## config.mk

```make
export PLATFORM = sky130hd
export DESIGN_NAME = srf_port
export DESIGN_NICKNAME = d
export VERILOG_FILES = /design/src/srf_pkg.sv /design/src/srf_link_if.sv /design/src/srf_port.sv /design/src/srf_shift.sv
export SDC_FILE = /design/constraint.sdc
export NUM_CORES = 2
export LEC_CHECK = 0
export ABC_AREA = 1
export BUFFER_PORTS_ARGS = -buffer_cell sky130_fd_sc_hd__buf_4
export CAP_MARGIN = 10
export CORE_AREA = 2 2 468 284
export DETAILED_ROUTE_END_ITERATION = 10
export DIE_AREA = 0 0 470 286
export PLACE_DENSITY_LB_ADDON = 0.25
export SLEW_MARGIN = 15
export SYNTH_ARGS = -nofsm -noshare
export SYNTH_HDL_FRONTEND = slang
export SYNTH_SLANG_ARGS = --single-unit
```

## constraint.sdc

```tcl
create_clock -name ref_clk -period 2.3 [get_ports ref_clk]
set_input_delay 0.345 -clock ref_clk [delete_from_list [all_inputs] [get_ports ref_clk]]
set_output_delay 0.345 -clock ref_clk [all_outputs]
set_load 0.01 [all_outputs]
```

## src/srf_pkg.sv

```systemverilog
// Constants of the serial register frame port: framing, words, codes, timing.
// Assumes a single 10 MHz clock; all serial pins arrive synchronous to it.
package srf_pkg;
    localparam int FRAME_BYTES = 14;
    localparam int BYTE_BITS = 8;
    localparam int FRAME_BITS = FRAME_BYTES * BYTE_BITS;
    localparam int WORD_BITS = 16;
    localparam logic [7:0] FRAME_BITS_CNT = 8'h70;
    localparam logic [7:0] BIT_CNT_MAX = 8'hFF;
    localparam logic [15:0] FLAG_WRITE = 16'h0001;
    localparam logic [15:0] FLAG_READ = 16'h0000;
    localparam logic [15:0] ADDR_FAIL = 16'h0000;
    localparam logic [31:0] FAIL_PATTERN = 32'h7CF0BDC2;
    // Local read-pointer registers and their power-up targets (X, Y read-back)
    localparam logic [15:0] PTR0_ADDR = 16'h0F00;
    localparam logic [15:0] PTR1_ADDR = 16'h0F01;
    localparam logic [15:0] PTR0_RESET = 16'h5001;
    localparam logic [15:0] PTR1_RESET = 16'h5101;
    localparam logic [15:0] PREV_RD_RESET = 16'h0000;
    // Timing
    localparam int CLK_PERIOD_NS = 100;
    localparam int SCLK_MAX_HZ = 4000000;
    localparam int UPDATE_PERIOD_NS = 100000;
    localparam int UPDATE_CYC = UPDATE_PERIOD_NS / CLK_PERIOD_NS;
    localparam logic [9:0] UPDATE_LAST = 10'(UPDATE_CYC - 1);
    localparam logic [4:0] ACC_TIMEOUT_LAST = 5'h0F;
endpackage : srf_pkg

```

## src/srf_link_if.sv

```systemverilog
// Frame link between the bit engine and the frame processor.
// Assumes both ends run on ref_clk.
interface srf_link_if;
    logic [srf_pkg::FRAME_BITS-1:0] tx_frame;
    logic [srf_pkg::FRAME_BITS-1:0] rx_frame;
    logic frame_start;
    logic frame_end;
    logic frame_ok;
    modport engine (input tx_frame, output rx_frame, output frame_start, output frame_end,
        output frame_ok);
    modport framer (output tx_frame, input rx_frame, input frame_start, input frame_end,
        input frame_ok);
endinterface : srf_link_if

```

## src/srf_port.sv

```systemverilog
// Serial register frame port: decodes frames, runs register accesses, builds
// the answer sent in the next frame and drives the frame pending flag.
// Assumes an attached register store answering reg_req with a one-cycle reg_ack.
module srf_port (
    // Clock and reset
    input wire logic ref_clk,
    input wire logic rstn,
    // Serial pins
    input wire logic spi_sclk,
    input wire logic spi_nss_n,
    input wire logic spi_mosi,
    output logic spi_miso,
    output logic spi_miso_oe,
    output logic frame_pending_flag,
    // Register store access
    output logic reg_req,
    output logic reg_we,
    output logic [15:0] reg_addr,
    output logic [31:0] reg_wdata,
    input wire logic reg_ack,
    input wire logic reg_fail,
    input wire logic [31:0] reg_rdata
);
    typedef enum logic [2:0] {
        SRF_IDLE, SRF_WAIT_TICK, SRF_WR0, SRF_WR1, SRF_RDQ, SRF_RP0, SRF_RP1, SRF_LOAD
    } srf_state_t;

    srf_state_t state_reg;
    srf_state_t state_next;
    logic [9:0] tick_cnt_reg;
    logic tick;
    logic [4:0] wait_cnt_reg;
    logic acc_done;
    logic acc_ok;
    logic local_ptr;
    logic [15:0] cmd_flag_reg;
    logic [15:0] cmd_a1_reg;
    logic [15:0] cmd_a2_reg;
    logic [31:0] cmd_d1_reg;
    logic [31:0] cmd_d2_reg;
    logic [15:0] ptr0_reg;
    logic [15:0] ptr1_reg;
    logic [15:0] prev_rd_reg;
    logic [15:0] res_a1_reg;
    logic [15:0] res_a2_reg;
    logic [31:0] res_rq_reg;
    logic [31:0] res_p0_reg;
    logic [31:0] res_p1_reg;
    logic [1:0] wr_cnt_reg;
    srf_link_if link ();

    ////////////////////////////////////////////////////////////////////////////
    // Bit engine; the port needs no enabling step and is live from reset
    srf_shift u_shift (
        .ref_clk(ref_clk),
        .rstn(rstn),
        .spi_sclk(spi_sclk),
        .spi_nss_n(spi_nss_n),
        .spi_mosi(spi_mosi),
        .spi_miso(spi_miso),
        .spi_miso_oe(spi_miso_oe),
        .link(link)
    );

    ////////////////////////////////////////////////////////////////////////////
    // Register update tick at 10 kHz
    assign tick = (tick_cnt_reg == srf_pkg::UPDATE_LAST);

    always_ff @(posedge ref_clk)
    begin
        if (!rstn || tick)
        begin
            tick_cnt_reg <= 10'h000;
        end
        else
        begin
            tick_cnt_reg <= tick_cnt_reg + 10'h001;
        end
    end

    ////////////////////////////////////////////////////////////////////////////
    // Access completion; pointer registers live here, a silent store times out
    assign local_ptr = (reg_addr == srf_pkg::PTR0_ADDR) || (reg_addr == srf_pkg::PTR1_ADDR);
    assign reg_req = (state_reg inside {SRF_WR0, SRF_WR1, SRF_RDQ, SRF_RP0, SRF_RP1})
        && !(reg_we && local_ptr);
    assign acc_done = (reg_we && local_ptr) || reg_ack
        || (wait_cnt_reg == srf_pkg::ACC_TIMEOUT_LAST);
    assign acc_ok = (reg_we && local_ptr) || (reg_ack && !reg_fail);

    always_ff @(posedge ref_clk)
    begin
        if (!rstn || acc_done || !reg_req)
        begin
            wait_cnt_reg <= 5'h00;
        end
        else
        begin
            wait_cnt_reg <= wait_cnt_reg + 5'h01;
        end
    end

    ////////////////////////////////////////////////////////////////////////////
    // Sequence: two writes or one request read, then two pointer reads
    always_comb
    begin
        state_next = state_reg;
        case (state_reg)
            SRF_IDLE:
            begin
                if (link.frame_ok)
                begin
                    state_next = SRF_WAIT_TICK;
                end
            end
            SRF_WAIT_TICK:
            begin
                if (tick)
                begin
                    state_next = (cmd_flag_reg == srf_pkg::FLAG_WRITE) ? SRF_WR0 : SRF_RDQ;
                end
            end
            SRF_WR0:
            begin
                if (acc_done)
                begin
                    state_next = SRF_WR1;
                end
            end
            SRF_WR1:
            begin
                if (acc_done)
                begin
                    state_next = SRF_RP0;
                end
            end
            SRF_RDQ:
            begin
                if (acc_done)
                begin
                    state_next = SRF_RP0;
                end
            end
            SRF_RP0:
            begin
                if (acc_done)
                begin
                    state_next = SRF_RP1;
                end
            end
            SRF_RP1:
            begin
                if (acc_done)
                begin
                    state_next = SRF_LOAD;
                end
            end
            SRF_LOAD:
            begin
                state_next = SRF_IDLE;
            end
            default:
            begin
                state_next = SRF_IDLE;
            end
        endcase
    end

    always_ff @(posedge ref_clk)
    begin
        if (!rstn)
        begin
            state_reg <= SRF_IDLE;
        end
        else
        begin
            state_reg <= state_next;
        end
    end

    ////////////////////////////////////////////////////////////////////////////
    // Access address and data staged for the state being entered
    always_ff @(posedge ref_clk)
    begin
        if (!rstn)
        begin
            reg_we <= 1'b0;
            reg_addr <= 16'h0000;
            reg_wdata <= 32'h00000000;
        end
        else if (state_next != state_reg)
        begin
            reg_we <= (state_next == SRF_WR0) || (state_next == SRF_WR1);
            reg_wdata <= (state_next == SRF_WR1) ? cmd_d2_reg : cmd_d1_reg;
            case (state_next)
                SRF_WR0: reg_addr <= cmd_a1_reg;
                SRF_WR1: reg_addr <= cmd_a2_reg;
                SRF_RDQ: reg_addr <= prev_rd_reg;
                SRF_RP0: reg_addr <= ptr0_reg;
                SRF_RP1: reg_addr <= ptr1_reg;
                default: reg_addr <= 16'h0000;
            endcase
        end
    end

    ////////////////////////////////////////////////////////////////////////////
    // Request capture: seven words, 32-bit values upper half first
    always_ff @(posedge ref_clk)
    begin
        if (!rstn)
        begin
            cmd_flag_reg <= srf_pkg::FLAG_READ;
            cmd_a1_reg <= 16'h0000;
            cmd_a2_reg <= 16'h0000;
            cmd_d1_reg <= 32'h00000000;
            cmd_d2_reg <= 32'h00000000;
        end
        else if (link.frame_ok && state_reg == SRF_IDLE)
        begin
            cmd_flag_reg <= link.rx_frame[111:96];
            cmd_a1_reg <= link.rx_frame[95:80];
            cmd_a2_reg <= link.rx_frame[79:64];
            cmd_d1_reg <= link.rx_frame[63:32];
            cmd_d2_reg <= link.rx_frame[31:0];
        end
    end

    ////////////////////////////////////////////////////////////////////////////
    // Pointer registers, default to X and Y read-back; request address memory
    always_ff @(posedge ref_clk)
    begin
        if (!rstn)
        begin
            ptr0_reg <= srf_pkg::PTR0_RESET;
            ptr1_reg <= srf_pkg::PTR1_RESET;
            prev_rd_reg <= srf_pkg::PREV_RD_RESET;
        end
        else
        begin
            if (reg_we && local_ptr && reg_addr == srf_pkg::PTR0_ADDR)
            begin
                ptr0_reg <= reg_wdata[15:0];
            end
            if (reg_we && local_ptr && reg_addr == srf_pkg::PTR1_ADDR)
            begin
                ptr1_reg <= reg_wdata[15:0];
            end
            if (state_reg == SRF_RDQ && acc_done)
            begin
                prev_rd_reg <= cmd_a1_reg;
            end
        end
    end

    ////////////////////////////////////////////////////////////////////////////
    // Access results: zero address on failed write, fail pattern on failed read
    always_ff @(posedge ref_clk)
    begin
        if (!rstn)
        begin
            res_a1_reg <= 16'h0000;
            res_a2_reg <= 16'h0000;
            res_rq_reg <= srf_pkg::FAIL_PATTERN;
            res_p0_reg <= srf_pkg::FAIL_PATTERN;
            res_p1_reg <= srf_pkg::FAIL_PATTERN;
            wr_cnt_reg <= 2'b00;
        end
        else
        begin
            if (state_reg == SRF_WAIT_TICK)
            begin
                wr_cnt_reg <= 2'b00;
            end
            else if (reg_we && acc_done && state_reg inside {SRF_WR0, SRF_WR1})
            begin
                wr_cnt_reg <= wr_cnt_reg + 2'b01;
            end
            if (acc_done)
            begin
                case (state_reg)
                    SRF_WR0: res_a1_reg <= acc_ok ? cmd_a1_reg : srf_pkg::ADDR_FAIL;
                    SRF_WR1: res_a2_reg <= acc_ok ? cmd_a2_reg : srf_pkg::ADDR_FAIL;
                    SRF_RDQ: res_rq_reg <= acc_ok ? reg_rdata : srf_pkg::FAIL_PATTERN;
                    SRF_RP0: res_p0_reg <= acc_ok ? reg_rdata : srf_pkg::FAIL_PATTERN;
                    SRF_RP1: res_p1_reg <= acc_ok ? reg_rdata : srf_pkg::FAIL_PATTERN;
                    default: res_p1_reg <= res_p1_reg;
                endcase
            end
        end
    end

    ////////////////////////////////////////////////////////////////////////////
    // Answer frame, sent during the next frame; last eight bytes are read-back
    always_ff @(posedge ref_clk)
    begin
        if (!rstn)
        begin
            link.tx_frame <= {srf_pkg::FLAG_READ, srf_pkg::FAIL_PATTERN,
                srf_pkg::FAIL_PATTERN, srf_pkg::FAIL_PATTERN};
        end
        else if (state_reg == SRF_LOAD)
        begin
            link.tx_frame[111:96] <= cmd_flag_reg;
            link.tx_frame[95:64] <= (cmd_flag_reg == srf_pkg::FLAG_WRITE) ?
                {res_a1_reg, res_a2_reg} : res_rq_reg;
            link.tx_frame[63:0] <= {res_p0_reg, res_p1_reg};
        end
    end

    ////////////////////////////////////////////////////////////////////////////
    // Pending flag: up at frame start, down once the answer is loaded or the
    // frame was malformed; a start in the same cycle wins
    always_ff @(posedge ref_clk)
    begin
        if (!rstn)
        begin
            frame_pending_flag <= 1'b0;
        end
        else if (link.frame_start)
        begin
            frame_pending_flag <= 1'b1;
        end
        else if (state_reg == SRF_LOAD || (link.frame_end && !link.frame_ok))
        begin
            frame_pending_flag <= 1'b0;
        end
    end

    ////////////////////////////////////////////////////////////////////////////
    // Checks
    property p_pend_rise;
        @(posedge ref_clk) disable iff (!rstn)
        link.frame_start |=> frame_pending_flag;
    endproperty
    a_pend_rise: assert property (p_pend_rise) else $error("pending not raised");

    property p_pend_fall;
        @(posedge ref_clk) disable iff (!rstn)
        $fell(frame_pending_flag) |-> $past(state_reg) == SRF_LOAD
            || ($past(link.frame_end) && !$past(link.frame_ok));
    endproperty
    a_pend_fall: assert property (p_pend_fall) else $error("pending dropped early");

    property p_tick_start;
        @(posedge ref_clk) disable iff (!rstn)
        (state_reg == SRF_WAIT_TICK && state_next != SRF_WAIT_TICK) |-> tick;
    endproperty
    a_tick_start: assert property (p_tick_start) else $error("processing off tick");

    property p_two_writes;
        @(posedge ref_clk) disable iff (!rstn)
        state_reg == SRF_LOAD |-> wr_cnt_reg <= 2'b10;
    endproperty
    a_two_writes: assert property (p_two_writes) else $error("more than two writes");

    property p_write_echo;
        @(posedge ref_clk) disable iff (!rstn)
        (state_reg == SRF_LOAD && cmd_flag_reg == srf_pkg::FLAG_WRITE) |=>
            link.tx_frame[111:96] == 16'h0001 && link.tx_frame[95:80] == $past(res_a1_reg);
    endproperty
    a_write_echo: assert property (p_write_echo) else $error("write echo wrong");

    property p_fail_pattern;
        @(posedge ref_clk) disable iff (!rstn)
        (state_reg == SRF_RP1 && acc_done && !acc_ok) ##1 (state_reg == SRF_LOAD) |=>
            link.tx_frame[31:0] == 32'h7CF0BDC2;
    endproperty
    a_fail_pattern: assert property (p_fail_pattern) else $error("fail pattern missing");

    property p_ptr_default;
        @(posedge ref_clk)
        $past(!rstn) |-> ptr0_reg == 16'h5001 && ptr1_reg == 16'h5101;
    endproperty
    a_ptr_default: assert property (p_ptr_default) else $error("pointer default wrong");
endmodule // srf_port

```

## src/srf_shift.sv

```systemverilog
// Bit engine of the serial port: edge detection, shifting, frame length check.
// Assumes pins synchronous to ref_clk and a serial clock of at most 4 MHz.
module srf_shift (
    // Clock and reset
    input wire logic ref_clk,
    input wire logic rstn,
    // Serial pins
    input wire logic spi_sclk,
    input wire logic spi_nss_n,
    input wire logic spi_mosi,
    output logic spi_miso,
    output logic spi_miso_oe,
    // Frame link
    srf_link_if.engine link
);
    logic sclk_q_reg;
    logic nss_q_reg;
    logic [7:0] bit_cnt_reg;
    logic [srf_pkg::FRAME_BITS-1:0] tx_sh_reg;
    logic [srf_pkg::FRAME_BITS-1:0] rx_sh_reg;
    logic sclk_rise;
    logic sclk_fall;
    logic sel_fall;
    logic sel_rise;

    ////////////////////////////////////////////////////////////////////////////
    // Edge detection; one-cycle phases suffice at the top serial rate
    assign sclk_rise = !sclk_q_reg && spi_sclk;
    assign sclk_fall = sclk_q_reg && !spi_sclk;
    assign sel_fall = nss_q_reg && !spi_nss_n;
    assign sel_rise = !nss_q_reg && spi_nss_n;

    always_ff @(posedge ref_clk)
    begin
        if (!rstn)
        begin
            sclk_q_reg <= 1'b0;
            nss_q_reg <= 1'b1;
        end
        else
        begin
            sclk_q_reg <= spi_sclk;
            nss_q_reg <= spi_nss_n;
        end
    end

    ////////////////////////////////////////////////////////////////////////////
    // Receive: sample on falling edge, MSB first, count bits
    always_ff @(posedge ref_clk)
    begin
        if (!rstn)
        begin
            bit_cnt_reg <= 8'h00;
            rx_sh_reg <= '0;
        end
        else if (sel_fall)
        begin
            bit_cnt_reg <= 8'h00;
        end
        else if (!spi_nss_n && sclk_fall)
        begin
            rx_sh_reg <= {rx_sh_reg[srf_pkg::FRAME_BITS-2:0], spi_mosi};
            if (bit_cnt_reg != srf_pkg::BIT_CNT_MAX)
            begin
                bit_cnt_reg <= bit_cnt_reg + 8'h01;
            end
        end
    end

    ////////////////////////////////////////////////////////////////////////////
    // Transmit: answer frozen at select fall, launched on each rising edge
    always_ff @(posedge ref_clk)
    begin
        if (!rstn)
        begin
            tx_sh_reg <= '0;
            spi_miso <= 1'b0;
            spi_miso_oe <= 1'b0;
        end
        else
        begin
            spi_miso_oe <= !spi_nss_n; // Drive only while selected
            if (sel_fall)
            begin
                tx_sh_reg <= link.tx_frame;
                spi_miso <= 1'b0;
            end
            else if (!spi_nss_n && sclk_rise)
            begin
                spi_miso <= tx_sh_reg[srf_pkg::FRAME_BITS-1];
                tx_sh_reg <= {tx_sh_reg[srf_pkg::FRAME_BITS-2:0], 1'b0};
            end
            else if (spi_nss_n)
            begin
                spi_miso <= 1'b0;
            end
        end
    end

    ////////////////////////////////////////////////////////////////////////////
    // Frame events; a frame counts only with exactly fourteen bytes
    always_ff @(posedge ref_clk)
    begin
        if (!rstn)
        begin
            link.frame_start <= 1'b0;
            link.frame_end <= 1'b0;
            link.frame_ok <= 1'b0;
            link.rx_frame <= '0;
        end
        else
        begin
            link.frame_start <= sel_fall;
            link.frame_end <= sel_rise;
            link.frame_ok <= sel_rise && (bit_cnt_reg == srf_pkg::FRAME_BITS_CNT);
            if (sel_rise)
            begin
                link.rx_frame <= rx_sh_reg;
            end
        end
    end

    ////////////////////////////////////////////////////////////////////////////
    // Checks
    property p_msb_launch;
        @(posedge ref_clk) disable iff (!rstn)
        (!spi_nss_n && sclk_rise && !sel_fall) |=> spi_miso == $past(tx_sh_reg[111]);
    endproperty
    a_msb_launch: assert property (p_msb_launch) else $error("miso not MSB first");

    property p_frame_len;
        @(posedge ref_clk) disable iff (!rstn)
        link.frame_ok |-> link.frame_end && $past(bit_cnt_reg) == 8'h70;
    endproperty
    a_frame_len: assert property (p_frame_len) else $error("frame accepted, wrong length");

    property p_start_edge;
        @(posedge ref_clk) disable iff (!rstn)
        link.frame_start |-> $past(nss_q_reg) && !$past(spi_nss_n);
    endproperty
    a_start_edge: assert property (p_start_edge) else $error("start without select fall");
endmodule // srf_shift

```

After elaboration in Yosys (flattened, before gate mapping) --
Index checks and enable logic that the tools add are counted.
Cells by class: bitwise operators 2, equal/unequal tests 20, $add $sub $neg 3, mux-type cells 20, reduce and logical (&&, ||, !) cells 47
Operators with widths (count):
- $mux 112 | 2
- $mux 32 | 3
- $pmux 16 s5 | 1
- $eq 16x12->1 const B | 2
- $mux 16 | 2
- $eq 3x3->1 const B | 7
- $mux 3 | 7
- $pmux 3 s7 | 1
- $eq 16x1->1 const B | 1
- $logic_and 1x1->1 | 15
- $reduce_and 2->1 | 7
- $eq 3x2->1 const B | 4
- $add 10x1->10 const B | 1
- $eq 10x10->1 const B | 1
- $logic_not 1->1 | 9
- $logic_or 1x1->1 | 9
- $add 8x1->8 const B | 1
- $eq 8x7->1 const B | 1
- $ne 8x8->1 const B | 1
- $reduce_bool 2->1 | 3
- $add 5x1->5 const B | 1
- $eq 5x4->1 const B | 1
- $reduce_bool 5->1 | 1
- $mux 1 | 4
- other kinds (5) | 7
Storage, ports and cells: input bits 39, output and inout port bits 53, register bits after elaboration 819

Depth between registers and ports, before layout --
depth after elaboration 9, depth in mapped cells 18, depth with buffers taken out 17

Modules after synthesis --
Synthesis repeated with hierarchy kept, for this count alone.
Unflattened totals: cells, all modules 4368, area, all modules 31896.8 um2
Modules (own cells, without submodules):
- srf_port | instances 1, area each 18253.8 um2, cells each 2454
- srf_shift | instances 1, area each 13643.1 um2, cells each 1914

Least setup slack after synthesis --
OpenSTA, ideal clock, no wires.
kind register to register, from register wait_cnt_reg[0], to register reg_addr[5], arrival time 2.290 ns, cell stages (with the launch flop) 16, data required time 2.168 ns, buffers on the path 2, path slack -0.122 ns, path through dfxtp_1 ha_1 nand2_1 nor2_1 ha_1 nor2_1 nand3_4 a21oi_2 nand2_1 nand2_4 xor2_2 nand2_2 buf_2 buf_4 nand2_1 a21oi_1
On the way: word-level cells in the longest chain between the ends 6, elaborated cells between the ends (all ways) 14
RTL lines:
- from (decl) | RTL line srf_port.sv:32 | logic [4:0] wait_cnt_reg;
- from (signal assigned) | RTL line srf_port.sv:98 | wait_cnt_reg <= wait_cnt_reg + 5'h01;
- $eq 5x4->1 (*) | RTL line srf_port.sv:87 | || (wait_cnt_reg == srf_pkg::ACC_TIMEOUT_LAST);
- $logic_or 1x1->1 (*) | RTL line srf_port.sv:87
- $mux 3, on equally long branches
- $pmux 3 s7 (*) | RTL line srf_port.sv:107 | case (state_reg)
- $eq 3x3->1 or $eq 3x2->1 (tied branches) | RTL line srf_port.sv:194 | case (state_next)
- $pmux 16 s5 | RTL line srf_port.sv:194
- to (signal assigned) | RTL line srf_port.sv:195 | SRF_WR0: reg_addr <= cmd_a1_reg;
- to (signal assigned) | RTL line srf_port.sv:196 | SRF_WR1: reg_addr <= cmd_a2_reg;
- to (signal assigned) | RTL line srf_port.sv:197 | SRF_RDQ: reg_addr <= prev_rd_reg;
- to (decl) | RTL line srf_port.sv:18 | output logic [15:0] reg_addr,
Every way passes the cells marked *; elsewhere a longest branch is shown, timed or not. A chain may end at the register's enable or synchronous reset.

Final worst setup path --
from register reg_addr[5], to register reg_wdata[24]
On the way: word-level cells in the longest chain between the ends 9, elaborated cells between the ends (all ways) 14
RTL lines:
- $eq 16x12->1 | RTL line srf_port.sv:83 | assign local_ptr = (reg_addr == srf_pkg::PTR0_ADDR) || (reg_addr == srf_pkg::PTR1_ADDR);
- $logic_or 1x1->1 (*) | RTL line srf_port.sv:83
- $logic_and 1x1->1 (*) | RTL line srf_port.sv:86 | assign acc_done = (reg_we && local_ptr) || reg_ack
- $logic_or 1x1->1 (*) | RTL line srf_port.sv:86
- $logic_or 1x1->1 (*) | RTL line srf_port.sv:87
- $mux 3, on equally long branches
- $pmux 3 s7 (*) | RTL line srf_port.sv:107
- $eq 3x2->1 | RTL line srf_port.sv:193 | reg_wdata <= (state_next == SRF_WR1) ? cmd_d2_reg : cmd_d1_reg;
- $mux 32 | RTL line srf_port.sv:193
- to (signal assigned) | RTL line srf_port.sv:193
- to (decl) | RTL line srf_port.sv:19 | output logic [31:0] reg_wdata,
Marked as above.

==> out/qor.csv <==
metric,value,unit
clockBufferDepth,3,
seq_area_frac_synth,52.7,%
period_needed,2.34,ns
period_share,102,%
antenna_left,0,
rsz0062_at_grt,true,
drive_above_1_share,13.7,%
track_usage,13.7,%
cts_tree,built,
cp-end-kind,flip-flop,
post_drt_wl_per_cell,16.2,microns
portBuffers,91,
clk_pin_slew_worst_paths,0.06,ns
gp_congestion,0.830,
numCtsBuffers,85,
drt-initial-drc-count,2116,
hold_path.class,input port to flip-flop,
top_usage_layer,met1,
final_max_slew_viol_count,0,
synth_edf_count,0,
synth.distinct_cells,43,
cp.arrival,2.92,ns
finalSetupViolCount,39,
ir_drop,0.965,mV
synthArstFlopShare,0,%
maxCapViolCount,0,
r2r_setup_slack,-0.04,ns
syn_area,31100,sq um
grt_max_degree,130,
failed_checks,setup timing,
vias_per_cell,4.47,
root_buffer,clkbuf_16,
firstDrtPassIters,7,
groute.layer.met2.usage,19.9,%
area_growth,23.9,%
setup_slack,-0.0440,ns
ys_warn_count,0,
clock_skew,0.0393,ns
worst_pin_slew,0.702,ns
p_total,37300,uW
p_leak,0.0157,uW
required,2.88,ns
cts.sinks,819,
clock.fmax,427,MHz
ys.flop_type,dfxtp_1,
rows,103,
antenna_found_initial,1,
dp_hpwl,58300,microns
status,finished with violations,
syn_avg_cell_area,7.63,sq um
grt_pass1_wl,148000,microns
fin_util,29.5,%
dieArea,134000,sq um
die_w,470,microns
clk-insertion-delay-late,0.70,ns
holdWs,0.0266,ns
start_util,23.8,%
synth_cells,4072,
grt_pass1_vias,24876,
grt_use_met1,20.5,%
slew-limit-headroom,53.2,%
core,130000,sq um
num-fill-cells,14144,
vias,26633,
grt.overflow.total,0,
synth-seq-cells,819,
synth_nets,4117,
hold_viol,0,
ff_latch_area,16400,sq um
nets,4204,
met3_usage,2.51,%
htree_levels,3,
critical_path_class,flip-flop to flip-flop,
drcViolationCount,0,
crit_fanout,18,
wl,96600,microns
die_y,286,microns
powerDensity,968,nW/um^2
io_pins,92,
setup.worst_path.start_class,flip-flop,
multiInputGateArea,13100,sq um
## kinds of logic (layout without fill, tap and decap cells)
kind of cell,after synthesis,count (layout),share of synthesized area [%]
buffers and inverters,554,709,6.88
XOR/XNOR,7,7,0.221
AND/OR/NAND/NOR,1620,1620,20.9
flip-flops,819,819,52.7
AO/OA/AOI/OAI,1066,1066,19.0
adder cells (fa/ha/maj),6,6,0.242
other,0,1,0
## layer usage
layer / share of wire, % / vias up
met3: 4.2 / 129
met4: 2.1 / 0
met1: 53 / 12518
met5: 0 / -
met2: 41 / 404
li1: - / 13582
## worst paths after layout
path	startpoint	to	cells past startpoint
max reg2reg	reg_addr[5]	reg_wdata[24]	14
min reg2reg	cmd_d1_reg[8]	cmd_d1_reg[8]	2
min	reg_rdata[15]	res_p0_reg[15]	4
max	reg_addr[5]	reg_wdata[24]	14
## critical path: stages (launching register included)
cell	delay, ns
dfxtp_2	0.32
nor2_2	0.13
buf_4	0.12
nand3_1	0.08
nor2_2	0.15
o21ai_2	0.09
buf_4	0.15
nand3_1	0.10
nand3_2	0.10
nand2_4	0.10
xor2_2	0.27
nand2_8	0.17
buf_12	0.20
o21ai_0	0.17
nor2_1	0.05
## report_power, final
part           internal, uW  leakage, uW  switching (uW)
clock                  7790      0.00140            6180
sequential            14800      0.00666             367
combinational          3260      0.00765            4900
## placed cells by master (no fill, tap or decap), types with 4 or more instances in the layout
cell and count:
dlygate4sd3_1 19, nand2_2 27, inv_2 6, inv_4 4, dfxtp_1 806, clkbuf_1 16, clkbuf_16 91, nor2_4 17
clkbuf_8 24, nor2_1 765, buf_6 22, nand2_4 11, nor3_1 8, o21ai_2 7, o211ai_1 20, nor2_2 13
nand3_2 6, nand4_1 39, a21oi_1 311, o21ai_1 31, nand3_1 99, inv_1 232, o21ai_0 534, buf_8 4
a21oi_4 4, a211oi_1 37, clkinv_8 4, clkinvlp_4 5, a311oi_1 110, or2_4 18, inv_6 5, buf_12 36
clkinv_2 16, nand2_1 604, dfxtp_2 13, buf_4 217
## cell type report
cell class	instances	share of cell area, %
sequential	819	42.6
multi-input combinational	2699	33.9
timing repair buffer	306	7.93
clock buffer	125	6.54
tap	1732	5.63
inverter	245	2.47
clock inverter	30	0.803
timing repair inverter	3	0.0585
antenna	1	0.00650
## metrics by stage
| step | setup TNS, ns | std cells | area (sq um) | setup WS [ns] |
|---|---|---|---|---|
| CTS | -1.73 | 5935 | 37800 | -0.0844 |
| floorplan | 0 | 4072 | 31100 | 0.0154 |
| global placement | -15.12 | 5755 | 34500 | -0.329 |
| detailed placement | -15.53 | 5755 | 34500 | -0.344 |
| global route | -9.61 | 5960 | 38500 | -0.183 |
| finish | -0.574 | 5960 | 38500 | -0.0440 |
## repair_timing
action,4_1_cts,5_1_grt
endpoints found under the setup margin,78,132
setup buffers,10,9
hold buffers,13,6
hold endpoints to repair,30,11
cloned,3,12
resized for setup,56,115
pin swaps,18,47
## cells in the mapped netlist, types with 4 or more instances
master | number | area, sq um
nand2_1 | 636 | 2390
o21ai_0 | 536 | 2680
nand4_1 | 39 | 244
buf_1 | 7 | 26.3
clkbuf_1 | 274 | 1030
buf_2 | 22 | 110
ha_1 | 6 | 75.1
nor3_1 | 8 | 40.0
nand3_1 | 103 | 515
a211oi_1 | 37 | 278
a21oi_1 | 316 | 1580
xor2_1 | 4 | 35.0
o21ai_1 | 39 | 195
inv_2 | 7 | 26.3
or2_2 | 20 | 125
nand2_2 | 5 | 31.3
buf_4 | 4 | 30.0
o211ai_1 | 20 | 150
dfxtp_1 | 819 | 16400
a311oi_1 | 110 | 963
nor2_1 | 791 | 2970
inv_1 | 235 | 882
(Power assumes the default switching activity.)
